## config.mk

```make
export PLATFORM = sky130hd
export DESIGN_NAME = sww_watchdog
export DESIGN_NICKNAME = d
export VERILOG_FILES = /design/src/inc/sww_pkg.sv /design/src/design/sww_watchdog.sv
export VERILOG_INCLUDE_DIRS = /design/src /design/src/inc
export SDC_FILE = /design/constraint.sdc
export NUM_CORES = 1
export LEC_CHECK = 0
export CAP_MARGIN = 20
export CORE_ASPECT_RATIO = 1.75
export CORE_MARGIN = 1.5
export CORE_UTILIZATION = 30
export CTS_CLUSTER_DIAMETER = 200
export DETAILED_ROUTE_END_ITERATION = 10
export DONT_BUFFER_PORTS = 1
export GPL_TIMING_DRIVEN = 0
export MAX_ROUTING_LAYER = met4
export SLEW_MARGIN = 20
export SYNTH_ARGS = -nofsm -noshare
export SYNTH_HDL_FRONTEND = slang
export SYNTH_SLANG_ARGS = --single-unit
```

## constraint.sdc

```tcl
create_clock -name mclk -period 7.9 [get_ports mclk]
set_input_delay 1.975 -clock mclk [delete_from_list [all_inputs] [get_ports mclk]]
set_output_delay 1.975 -clock mclk [all_outputs]
set_load 0.03 [all_outputs]
```

## src/inc/sww_params.svh

```systemverilog
// Timing counts, frame length, inhibit keys, register offsets and reset values for the watchdog.
`ifndef SWW_PARAMS_SVH
`define SWW_PARAMS_SVH
`define SWW_CLK_PERIOD_NS 10
`define SWW_TICK_NS 1000000
`define SWW_TICK_CYC (`SWW_TICK_NS / `SWW_CLK_PERIOD_NS)
`define SWW_LONG_OPEN_WINDOW_MS 256
`define SWW_BASE_MS 11'h010
`define SWW_DEF_CODE 3'h4
`define SWW_CODE_MAX 3'h6
`define SWW_FRAME_BITS 5'h10
`define SWW_INH_KEY_A 8'ha5
`define SWW_INH_KEY_B 8'h5a
`define SWW_AW 4
`define SWW_OFF_STATUS 4'h0
`define SWW_OFF_CONFIG 4'h4
`define SWW_OFF_MASK 4'h8
`define SWW_CAUSE_WD 2'h1
`define SWW_FALLBACK_WD 3'h1
`define SWW_MASK_RESET 1'h1
`endif

```

## src/inc/sww_pkg.sv

```systemverilog
// Types shared by the watchdog: modes, frame selections, frame layout and state.
package sww_pkg;
   typedef enum logic [2:0] {
      SWW_M_INIT = 3'h0,
      SWW_M_NORMAL = 3'h1,
      SWW_M_STOP = 3'h2,
      SWW_M_FLASH = 3'h3,
      SWW_M_SLEEP = 3'h4,
      SWW_M_FAILSAFE = 3'h5,
      SWW_M_RESTART = 3'h6
   } sww_mode_t;
   typedef enum logic [2:0] {
      SWW_S_NORMAL = 3'h0,
      SWW_S_STOP = 3'h1,
      SWW_S_FLASH = 3'h2,
      SWW_S_CONFIG = 3'h3,
      SWW_S_INHIBIT = 3'h4,
      SWW_S_READONLY = 3'h7
   } sww_sel_t;
   typedef enum logic [2:0] {
      SWW_OFF = 3'h0,
      SWW_IDLE = 3'h1,
      SWW_RUN = 3'h2,
      SWW_INHIB = 3'h3,
      SWW_FAIL = 3'h4
   } sww_state_t;
   typedef struct packed {
      logic window;
      logic [2:0] code;
   } sww_cfg_t;
   typedef struct packed {
      logic [2:0] sel;
      logic refresh;
      sww_cfg_t cfg;
      logic [7:0] key;
   } sww_frame_t;
endpackage : sww_pkg

```

## src/design/sww_watchdog.sv

```systemverilog
// Time-out and window watchdog fed by serial frames, with a small register port.
`timescale 1ns/1ps
`include "sww_params.svh"
// How it works
// - default is 256 ms time-out mode
// - refresh bit resets to zero
// - after watchdog reset, start long open window
// - development mode reports failure, no reset
// - init mode: configurable, watchdog inactive
// - stop and flash keep configuration fixed
// - sleep, fail-safe, restart discard configuration
// - trigger is refresh change at select rise
// - time-out mode: any toggle restarts period
// - period from timing field, 16-1024 ms
// - refresh accepted from several frame selections
// - failure drives reset low, restart/fail-safe
// - configs 1/3 restart with default, status bits
// - window mode: closed half then open half
// - good trigger starts next closed window immediately
// - new setting rides a valid trigger
// - invalid setting kept out, flag raised
// - protected inhibit only in stop or flash
// - resume from inhibit: old settings, fresh timer
// - cyclic wake unacknowledged forces restart
module sww_watchdog #(
   parameter int TICK_CYC = `SWW_TICK_CYC
) (
   input wire logic mclk,
   input wire logic rst,
   input wire logic serial_select_low,
   input wire logic serial_clk,
   input wire logic serial_data_in,
   input wire logic sw_dev_pin,
   input wire sww_pkg::sww_mode_t sbc_mode,
   input wire logic cfg_restart,
   input wire logic cyclic_wake,
   input wire logic wake_status_read,
   input wire logic [`SWW_AW-1:0] addr,
   input wire logic [31:0] wdata,
   input wire logic wr,
   input wire logic rd,
   output logic [31:0] rdata,
   output logic reset_output_pin_n,
   output logic wd_fail_pulse,
   output logic fail_to_restart,
   output logic int_pulse
);
   import sww_pkg::*;

   if (TICK_CYC < 2) begin : g_bad_tick
      $error("TICK_CYC must be at least 2");
   end

   localparam sww_cfg_t CFG_DEF = '{window: 1'b0, code: `SWW_DEF_CODE};

   // Pin synchronisers; stage one feeds only stage two.
   logic [2:0] csn_s1_q, csn_s2_q;
   logic csn_prev_q, sclk_prev_q, sw_dev_q;
   always_ff @(posedge mclk) begin
      if (rst) begin
         csn_s1_q <= 3'h4;
         csn_s2_q <= 3'h4;
      end else begin
         csn_s1_q <= {serial_select_low, serial_clk, serial_data_in};
         csn_s2_q <= csn_s1_q;
      end
   end
   wire csn_s = csn_s2_q[2];
   wire sclk_s = csn_s2_q[1];
   wire sdi_s = csn_s2_q[0];
   wire sw_dev_s = sw_dev_q;
   logic sw_dev_s1_q;
   always_ff @(posedge mclk) begin
      if (rst) begin
         sw_dev_s1_q <= 1'b0;
         sw_dev_q <= 1'b0;
         csn_prev_q <= 1'b1;
         sclk_prev_q <= 1'b0;
      end else begin
         sw_dev_s1_q <= sw_dev_pin;
         sw_dev_q <= sw_dev_s1_q;
         csn_prev_q <= csn_s;
         sclk_prev_q <= sclk_s;
      end
   end

   // Frame capture: MSB first on rising link clock while select is low.
   logic [15:0] shift_q;
   logic [4:0] bits_q;
   wire sclk_rise = sclk_s && !sclk_prev_q && !csn_s;
   wire csn_fall = !csn_s && csn_prev_q;
   wire csn_rise = csn_s && !csn_prev_q;
   always_ff @(posedge mclk) begin
      if (rst) begin
         shift_q <= 16'h0000;
         bits_q <= 5'h00;
      end else if (csn_fall) begin
         bits_q <= 5'h00;
      end else if (sclk_rise) begin
         shift_q <= {shift_q[14:0], sdi_s};
         if (bits_q != 5'h1f) begin
            bits_q <= bits_q + 5'h01;
         end
      end
   end
   // A short or long frame is dropped whole, so a glitch on select cannot fake a trigger.
   wire acc = csn_rise && (bits_q == `SWW_FRAME_BITS);
   sww_frame_t fr;
   assign fr = sww_frame_t'(shift_q);

   // Core state.
   sww_state_t state_q, state_d;
   sww_cfg_t cfg_q;
   logic ref_q;
   logic [10:0] ms_q;
   logic [31:0] cyc_q;
   logic inh_arm_q, cw_pend_q;
   logic bad_q, rst_stat_q, mask_q;
   logic [1:0] cause_q;
   logic [2:0] fallback_q;

   wire off_mode = (sbc_mode == SWW_M_SLEEP) || (sbc_mode == SWW_M_FAILSAFE)
      || (sbc_mode == SWW_M_RESTART);
   wire low_mode = (sbc_mode == SWW_M_STOP) || (sbc_mode == SWW_M_FLASH);
   wire running = (state_q == SWW_RUN);
   wire ref_sel = (fr.sel == SWW_S_NORMAL) || (fr.sel == SWW_S_STOP)
      || (fr.sel == SWW_S_FLASH) || (fr.sel == SWW_S_CONFIG)
      || (fr.sel == SWW_S_READONLY);
   wire toggle = acc && ref_sel && (fr.refresh != ref_q);
   wire [10:0] period = `SWW_BASE_MS << cfg_q.code;
   wire [10:0] half = period >> 1;
   wire in_closed = cfg_q.window && (ms_q < half);
   wire expired = ms_q >= period;
   wire good_trig = running && toggle && !in_closed && !expired;
   wire bad_trig = running && toggle && in_closed;
   wire cw_miss = running && (sbc_mode == SWW_M_STOP) && cyclic_wake && cw_pend_q;
   wire fail = running && (bad_trig || expired || cw_miss);
   wire cfg_req = acc && (fr.sel == SWW_S_CONFIG);
   wire cfg_ok = fr.cfg.code <= `SWW_CODE_MAX;
   // Settings change in init freely, in normal only together with a good trigger.
   wire cfg_slot = (state_q == SWW_IDLE)
      || (good_trig && (sbc_mode == SWW_M_NORMAL));
   wire cfg_wr = cfg_req && cfg_slot && cfg_ok;
   wire cfg_bad = cfg_req && cfg_slot && !cfg_ok;
   wire inh_req = acc && (fr.sel == SWW_S_INHIBIT);
   wire inh_a = inh_req && running && low_mode && (fr.key == `SWW_INH_KEY_A);
   wire inh_b = inh_req && running && low_mode && inh_arm_q && (fr.key == `SWW_INH_KEY_B);
   wire inh_bad = inh_req && !inh_a && !inh_b;
   wire enter_run = (state_q != SWW_RUN) && (state_q != SWW_FAIL)
      && (state_q != SWW_OFF || !off_mode) && (sbc_mode == SWW_M_NORMAL);
   wire ms_clr = !running || good_trig || (fail && sw_dev_s) || enter_run;
   wire tick = (cyc_q == 32'(TICK_CYC - 1));

   always_comb begin
      state_d = state_q;
      case (state_q)
         SWW_OFF: begin
            if (sbc_mode == SWW_M_INIT) begin
               state_d = SWW_IDLE;
            end else if (sbc_mode == SWW_M_NORMAL) begin
               state_d = SWW_RUN;
            end
         end
         SWW_IDLE: begin
            if (off_mode) begin
               state_d = SWW_OFF;
            end else if (sbc_mode == SWW_M_NORMAL) begin
               state_d = SWW_RUN;
            end
         end
         SWW_RUN: begin
            if (off_mode) begin
               state_d = SWW_OFF;
            end else if (fail && !sw_dev_s) begin
               state_d = SWW_FAIL;
            end else if (inh_b) begin
               state_d = SWW_INHIB;
            end
         end
         SWW_INHIB: begin
            if (off_mode) begin
               state_d = SWW_OFF;
            end else if (sbc_mode == SWW_M_NORMAL) begin
               state_d = SWW_RUN;
            end
         end
         SWW_FAIL: begin
            if (off_mode || sbc_mode == SWW_M_INIT) begin
               state_d = SWW_OFF;
            end
         end
         default: state_d = SWW_OFF;
      endcase
   end

   always_ff @(posedge mclk) begin
      if (rst) begin
         state_q <= SWW_OFF;
      end else begin
         state_q <= state_d;
      end
   end

   // Configuration; only the default survives the off modes.
   always_ff @(posedge mclk) begin
      if (rst || off_mode || state_q == SWW_FAIL) begin
         cfg_q <= CFG_DEF;
      end else if (cfg_wr && !low_mode) begin
         cfg_q <= fr.cfg;
      end
   end

   // Refresh bit mirror; cleared whenever the watchdog is off or has failed.
   always_ff @(posedge mclk) begin
      if (rst || state_q == SWW_OFF || state_q == SWW_FAIL) begin
         ref_q <= 1'b0;
      end else if (acc && ref_sel) begin
         ref_q <= fr.refresh;
      end
   end

   // Millisecond timebase.
   always_ff @(posedge mclk) begin
      if (rst || ms_clr) begin
         cyc_q <= 32'h0000_0000;
         ms_q <= 11'h000;
      end else if (tick) begin
         cyc_q <= 32'h0000_0000;
         if (!expired) begin
            ms_q <= ms_q + 11'h001;
         end
      end else begin
         cyc_q <= cyc_q + 32'h0000_0001;
      end
   end

   // Inhibit arming: key A must be the frame directly before key B.
   always_ff @(posedge mclk) begin
      if (rst) begin
         inh_arm_q <= 1'b0;
      end else if (acc) begin
         inh_arm_q <= inh_a;
      end
   end

   // Cyclic wake acknowledge; a new wake wins over a same-cycle read.
   always_ff @(posedge mclk) begin
      if (rst || !running || sbc_mode != SWW_M_STOP) begin
         cw_pend_q <= 1'b0;
      end else if (cyclic_wake) begin
         cw_pend_q <= 1'b1;
      end else if (wake_status_read) begin
         cw_pend_q <= 1'b0;
      end
   end

   // Failure outputs.
   always_ff @(posedge mclk) begin
      if (rst) begin
         reset_output_pin_n <= 1'b1;
         wd_fail_pulse <= 1'b0;
         fail_to_restart <= 1'b0;
      end else begin
         reset_output_pin_n <= (state_d != SWW_FAIL);
         wd_fail_pulse <= fail && !sw_dev_s;
         if (fail && !sw_dev_s) begin
            fail_to_restart <= cfg_restart || cw_miss;
         end
      end
   end

   // Status flags; hardware set wins over a clearing status read.
   wire stat_rd = rd && (addr == `SWW_OFF_STATUS);
   wire set_bad = cfg_bad || inh_bad;
   wire set_rst_stat = fail && sw_dev_s;
   always_ff @(posedge mclk) begin
      if (rst) begin
         bad_q <= 1'b0;
         rst_stat_q <= 1'b0;
         cause_q <= 2'h0;
         fallback_q <= 3'h0;
         int_pulse <= 1'b0;
      end else begin
         bad_q <= set_bad || (bad_q && !stat_rd);
         rst_stat_q <= set_rst_stat || (rst_stat_q && !stat_rd);
         if (fail && !sw_dev_s) begin
            cause_q <= `SWW_CAUSE_WD;
            fallback_q <= `SWW_FALLBACK_WD;
         end
         int_pulse <= set_rst_stat || (set_bad && mask_q);
      end
   end

   // Register port: status reads clear event flags, the mask gates the setting interrupt.
   always_ff @(posedge mclk) begin
      if (rst) begin
         mask_q <= `SWW_MASK_RESET;
      end else if (wr && addr == `SWW_OFF_MASK) begin
         mask_q <= wdata[0];
      end
   end
   wire [31:0] rd_status = {25'h0, bad_q, rst_stat_q, cause_q, fallback_q};
   wire [31:0] rd_config = {24'h0, state_q, cfg_q, ref_q};
   wire [31:0] rd_mask = {31'h0, mask_q};
   wire [31:0] rd_mux = (addr == `SWW_OFF_STATUS) ? rd_status
      : (addr == `SWW_OFF_CONFIG) ? rd_config
      : (addr == `SWW_OFF_MASK) ? rd_mask : 32'h0000_0000;
   always_ff @(posedge mclk) begin
      if (rst) begin
         rdata <= 32'h0000_0000;
      end else if (rd) begin
         rdata <= rd_mux;
      end
   end

   // Checks on the design's own behaviour.
   a_fail_reset_low: assert property (@(posedge mclk) disable iff (rst)
      fail && !sw_dev_s |=> !reset_output_pin_n && wd_fail_pulse)
      else $error("failure did not pull reset low");
   a_dev_no_reset: assert property (@(posedge mclk) disable iff (rst)
      fail && sw_dev_s |=> reset_output_pin_n && rst_stat_q && int_pulse)
      else $error("development mode failure handled wrongly");
   a_refresh_cleared: assert property (@(posedge mclk) disable iff (rst)
      state_q == SWW_OFF ##1 state_q == SWW_OFF |-> !ref_q)
      else $error("refresh bit not cleared while off");
   a_off_default_cfg: assert property (@(posedge mclk) disable iff (rst)
      off_mode |=> cfg_q == CFG_DEF)
      else $error("configuration kept through an off mode");
   a_trig_restarts: assert property (@(posedge mclk) disable iff (rst)
      good_trig |=> ms_q == 11'h000 && state_q == SWW_RUN)
      else $error("accepted trigger did not restart timer");
   a_closed_window: assert property (@(posedge mclk) disable iff (rst)
      bad_trig && !sw_dev_s |=> state_q == SWW_FAIL)
      else $error("closed window trigger not punished");
   a_bad_cfg_kept: assert property (@(posedge mclk) disable iff (rst)
      cfg_bad && !off_mode |=> cfg_q == $past(cfg_q) && bad_q)
      else $error("invalid setting accepted");
   a_stop_fixed: assert property (@(posedge mclk) disable iff (rst)
      low_mode && $past(low_mode) |-> $stable(cfg_q))
      else $error("setting changed in stop or flash");
   a_init_idle: assert property (@(posedge mclk) disable iff (rst)
      sbc_mode == SWW_M_INIT && state_q == SWW_IDLE |=> ms_q == 11'h000)
      else $error("watchdog ran in init");
   a_inhibit_resume: assert property (@(posedge mclk) disable iff (rst)
      state_q == SWW_INHIB && sbc_mode == SWW_M_NORMAL
      |=> state_q == SWW_RUN ##1 ms_q == 11'h000 && cfg_q == $past(cfg_q, 2))
      else $error("resume from inhibit wrong");
   a_wake_ack_miss: assert property (@(posedge mclk) disable iff (rst)
      cw_miss && !sw_dev_s |=> fail_to_restart && !reset_output_pin_n)
      else $error("unacknowledged cyclic wake not forced to restart");
endmodule : sww_watchdog

```

==> report_table.html <==
<table>
<tr><th>Metric</th><th>Value</th></tr>
<tr><th colspan="2">Global routing</th></tr>
<tr><td>Maximum number of pins on one net before global-route repair</td><td>20</td></tr>
<tr><td>Number of global-route vias before repair</td><td>around 3900</td></tr>
<tr><td>Global-route wire length before repair</td><td>between 15 and 20 mm</td></tr>
<tr><td>Number of antenna violations at the first check in global routing</td><td>0</td></tr>
<tr><td>Congestion Overflow GR</td><td>0</td></tr>
<tr><td>Tot GR Track Use</td><td>between 10% and 20%</td></tr>
<tr><th colspan="2">Cells and area</th></tr>
<tr><td>Share of cells above drive strength 1</td><td>about 11%</td></tr>
<tr><td>Final net count</td><td>between 700 and 800</td></tr>
<tr><td>Synthesis-to-layout area growth</td><td>13.1%</td></tr>
<tr><td>Commonest non-fill, non-tap cells in the layout</td><td>100 x dfxtp_1, 85 x nor2_1, 72 x nand2_1</td></tr>
<tr><td>Antenna diode count</td><td>0</td></tr>
<tr><td>Leading cell type in the layout, fill and taps excluded</td><td>dfxtp_1</td></tr>
<tr><td>Area of all placed cells without fillers</td><td>~0.0057 mm^2</td></tr>
<tr><th colspan="2">Placement</th></tr>
<tr><td>Place WS</td><td>approximately 4200 ps</td></tr>
<tr><td>Sum of net half-perimeters after detailed placement</td><td>8.45 mm</td></tr>
<tr><td>Count of input and output buffers</td><td>0</td></tr>
<tr><td>Final weighted congestion of routability-driven global placement</td><td>0.794</td></tr>
<tr><td>Placed cell area</td><td>0.00538 mm^2</td></tr>
<tr><th colspan="2">CTS</th></tr>
<tr><td>Later-pin clock latency in the skew report</td><td>around 350 ps</td></tr>
<tr><td>Clock tree buffer depth</td><td>2</td></tr>
<tr><td>TritonCTS clock tree</td><td>built</td></tr>
<tr><td>Total of hold buffers inserted after clock tree synthesis</td><td>0</td></tr>
<tr><td>Post CTS Setup Buffer Count</td><td>0</td></tr>
<tr><td>CTS sink cnt</td><td>100</td></tr>
<tr><td>Post-CTS sizing</td><td>0</td></tr>
<tr><td>Clock buffers created by TritonCTS</td><td>9</td></tr>
<tr><td>Clock transition at path regs</td><td>around 80 ps</td></tr>
<tr><td>Buffer cell driving the clock tree root</td><td>clkbuf_16</td></tr>
<tr><td>Depth of the CTS H-tree</td><td>3</td></tr>
<tr><th colspan="2">Floorplanning</th></tr>
<tr><td>Num ports</td><td>86</td></tr>
<tr><td>Horizontal extent of the die</td><td>101 um</td></tr>
<tr><td>Die Outline Area</td><td>between 0.015 and 0.02 mm^2</td></tr>
<tr><td>DIE HEIGHT</td><td>about 170 um</td></tr>
<tr><td>Area of the core</td><td>0.0164 mm^2</td></tr>
<tr><td>Number of rows in the core area</td><td>62</td></tr>
<tr><td>Initial cell density of the core</td><td>between 30% and 40%</td></tr>
<tr><th colspan="2">Worst setup path</th></tr>
<tr><td>Crit Reg-Reg Startpoint</td><td>cfg_q[2]</td></tr>
<tr><td>Kind of end point of the critical path</td><td>flop</td></tr>
<tr><td>Crit-path cells</td><td>clkbuf_1, nor2_1, nand3b_1, nand2b_1, a21oi_1, a21oi_4, buf_2, nor2_1</td></tr>
<tr><td>Category of the worst setup path launch point</td><td>primary input</td></tr>
<tr><td>Largest delay contributor family on the critical path</td><td>simple AND/OR/NAND/NOR gates</td></tr>
<tr><td>Buffers &amp; Inverters on Critical Path</td><td>2</td></tr>
<tr><td>Register-to-Register Setup Slack</td><td>approximately 4600 ps</td></tr>
<tr><td>Worst path most repeated cell</td><td>nor2_1</td></tr>
<tr><td>Highest cell delay on the worst timing path</td><td>~350 ps</td></tr>
<tr><td>Critical path origin</td><td>rst</td></tr>
<tr><td>Critical Path Fanout Max</td><td>10</td></tr>
<tr><td>Data arrival time of the critical path</td><td>around 3600 ps</td></tr>
<tr><td>Critical path's slowest cell</td><td>clkbuf_1</td></tr>
<tr><td>Type of the worst setup path</td><td>primary input to flop</td></tr>
<tr><td>Worst Path Required</td><td>8140 ps</td></tr>
<tr><th colspan="2">Drt</th></tr>
<tr><td>Wire length on met3</td><td>around 280 um</td></tr>
<tr><td>Via density per instance</td><td>between 4 and 5</td></tr>
<tr><td>M1 wire length</td><td>around 4.2 mm</td></tr>
<tr><td>1st-pass router iterations</td><td>4</td></tr>
<tr><td>Via count</td><td>approximately 4000</td></tr>
<tr><td>Post-detailed-routing wire length</td><td>between 10 and 15 mm</td></tr>
<tr><td>Met2 wirelength from detailed routing</td><td>approximately 6 mm</td></tr>
<tr><td>First-iteration detailed-routing DRC count</td><td>around 130</td></tr>
<tr><td>Average wire length per cell after detail routing</td><td>12.6 um</td></tr>
<tr><td>ANT nets after route</td><td>0</td></tr>
<tr><td>Remaining design rule violation count</td><td>0</td></tr>
<tr><td>Topmost layer with routed signal wires</td><td>met4</td></tr>
<tr><th colspan="2">Logic synthesis</th></tr>
<tr><td>Number of distinct standard cells referenced by the synthesized netlist</td><td>between 60 and 70</td></tr>
<tr><td>Dominant register cell in the synthesized netlist</td><td>dfxtp_1</td></tr>
<tr><td>Share of the synthesized area in compound gates (AO/OA/AOI/OAI)</td><td>a little under a tenth</td></tr>
<tr><td>Post-synthesis average cell area</td><td>8.37 um^2</td></tr>
<tr><td>Largest cells by area after synthesis</td><td>dfxtp_1 40%, nor2_1 6.4%, nand2_1 5.4%</td></tr>
<tr><td>Area share of the largest cell type after synthesis</td><td>40.0%</td></tr>
<tr><td>Netlist area before placement</td><td>between 0.005 and 0.006 mm^2</td></tr>
<tr><td>Sequential cell area fraction in the yosys report</td><td>40.0%</td></tr>
<tr><td>Proportion of synthesized flip-flops having asynchronous set or reset</td><td>0%</td></tr>
<tr><td>EDFF count, synth</td><td>0</td></tr>
<tr><td>Cell type with the largest total area after synthesis</td><td>dfxtp_1</td></tr>
<tr><td>Syn Inst Count</td><td>599</td></tr>
<tr><td>Simple-Gate Fraction of Synth Area</td><td>a little under a third</td></tr>
<tr><td>Number of warnings printed during yosys synthesis</td><td>0</td></tr>
<tr><td>Dominant combinational cell family by area after synthesis</td><td>simple AND/OR/NAND/NOR gates</td></tr>
<tr><td>#FFs+latches synth</td><td>100</td></tr>
<tr><td>XOR/XNOR share of the synthesized area</td><td>7.69%</td></tr>
<tr><td>Multiplexer area fraction after synthesis</td><td>under 10%</td></tr>
<tr><td>Fraction of the mapped netlist area in adder cells</td><td>4.99%</td></tr>
<tr><th colspan="2">Power</th></tr>
<tr><td>Areal power density over the cells</td><td>175 mW/mm^2</td></tr>
<tr><td>Static Leakage</td><td>about 2 nW</td></tr>
<tr><td>Worst-case vdd ir drop</td><td>about 0.097 mV</td></tr>
<tr><th colspan="2">STA</th></tr>
<tr><td>Post-route minimum period</td><td>roughly 3300 ps</td></tr>
<tr><td>Fin Clk Skew</td><td>between 9 and 10 ps</td></tr>
<tr><td>Final setup violation count</td><td>0</td></tr>
<tr><td>Final Hold Viols</td><td>0</td></tr>
<tr><td>Max Clock Freq</td><td>301 MHz</td></tr>
<tr><td>Fraction of the cycle the final worst path needs</td><td>42.1%</td></tr>
<tr><td>Max-Slew Margin vs Limit</td><td>around 36%</td></tr>
<tr><td>Post-route worst setup slack</td><td>~4600 ps</td></tr>
<tr><td>Final max-slew violation count</td><td>0</td></tr>
<tr><td>Slew at the pin with the worst max-slew slack</td><td>between 900 and 1000 ps</td></tr>
<tr><td>Unrepaired setup endpoints after global routing</td><td>no</td></tr>
<tr><td>Setup total negative slack</td><td>0 ps</td></tr>
<tr><th colspan="2">Worst hold path</th></tr>
<tr><td>Worst hold path class</td><td>flop to flop</td></tr>
<tr><td>Hold path start</td><td>csn_s1_q[2]</td></tr>
<tr><th colspan="2">Status</th></tr>
<tr><td>Outcome</td><td>finished clean</td></tr>
<tr><th colspan="2">Run</th></tr>
<tr><td>Max-cap violations</td><td>0</td></tr>
</table>
per-stage QoR:
step,total power [W],instances,utilization (%),hold WS (ps)
floorplan,0.000563,622,-,389
global placement,0.000570,846,32.9,393
detailed placement,0.000570,846,32.9,405
CTS,0.00100,862,34.6,424
global route,0.00103,862,34.6,434
finish,0.000991,862,34.6,418
sequential cells by signal, summed over array words and instances, names as in the netlist, 3 cells and up:
| signal | cells |
|---|---|
| bits_q | 5 |
| cfg_q | 4 |
| csn_s1_q | 3 |
| csn_s2_q | 3 |
| cyc_q | 32 |
| fr | 16 |
| ms_q | 11 |
| rdata | 8 |
| state_q | 3 |
layer usage:
layer	vias up	global-route usage [%]
met5	-	-
met3	26	2.25
met4	0	7.34
met1	1856	12.7
li1	2093	-
met2	67	25.2
area by class of cell:
type / instances / area (um^2)
fillers: 1730 / 10700
multi-input cells: 465 / 2770
flip-flops and latches: 100 / 2000
well taps: 224 / 280
plain buffers: 42 / 272
clock buffers: 9 / 225
clock inverters: 7 / 66.3
inverters: 15 / 56.3
power by group:
part / switching [W] / internal, W / leakage [nW]
Clock: 0.000211 / 0.000222 / 0.138
Sequential: 0.00000215 / 0.000507 / 0.808
Combinational: 0.0000335 / 0.0000163 / 1.05
cells in the mapped netlist (3+ instances only):
library cell,instances
or2_2,6
dfxtp_1,100
buf_4,25
nand3b_1,6
nor2_1,85
clkbuf_1,11
xnor2_1,19
nand2_1,72
a21oi_1,33
and3_1,12
nor4_1,9
o31ai_1,4
inv_1,14
nand3_1,28
a21o_1,3
buf_2,4
a31oi_1,3
ha_1,20
nand4b_1,3
nand2b_1,6
nor2b_1,14
xor2_1,25
nand4_1,21
mux2i_1,6
o21ai_0,9
nor3b_1,3
nor3_1,10
cell families after synthesis:
kind of cell / after synthesis
multiplexers: 8
AND/OR/NAND/NOR: 297
other: 1
AO/OA/AOI/OAI: 72
adder cells (fa/ha/maj): 20
XOR/XNOR: 44
buffers and inverters: 57
flip-flops: 100
final timing paths:
kind                                     to  depth (start not counted)
worst min-delay path            csn_s2_q[2]                          1
worst max register to register      ms_q[3]                          8
worst max-delay path              cyc_q[17]                          8
worst min register to register  csn_s2_q[2]                          1
Note: power is estimated with default switching activity, not from simulation.
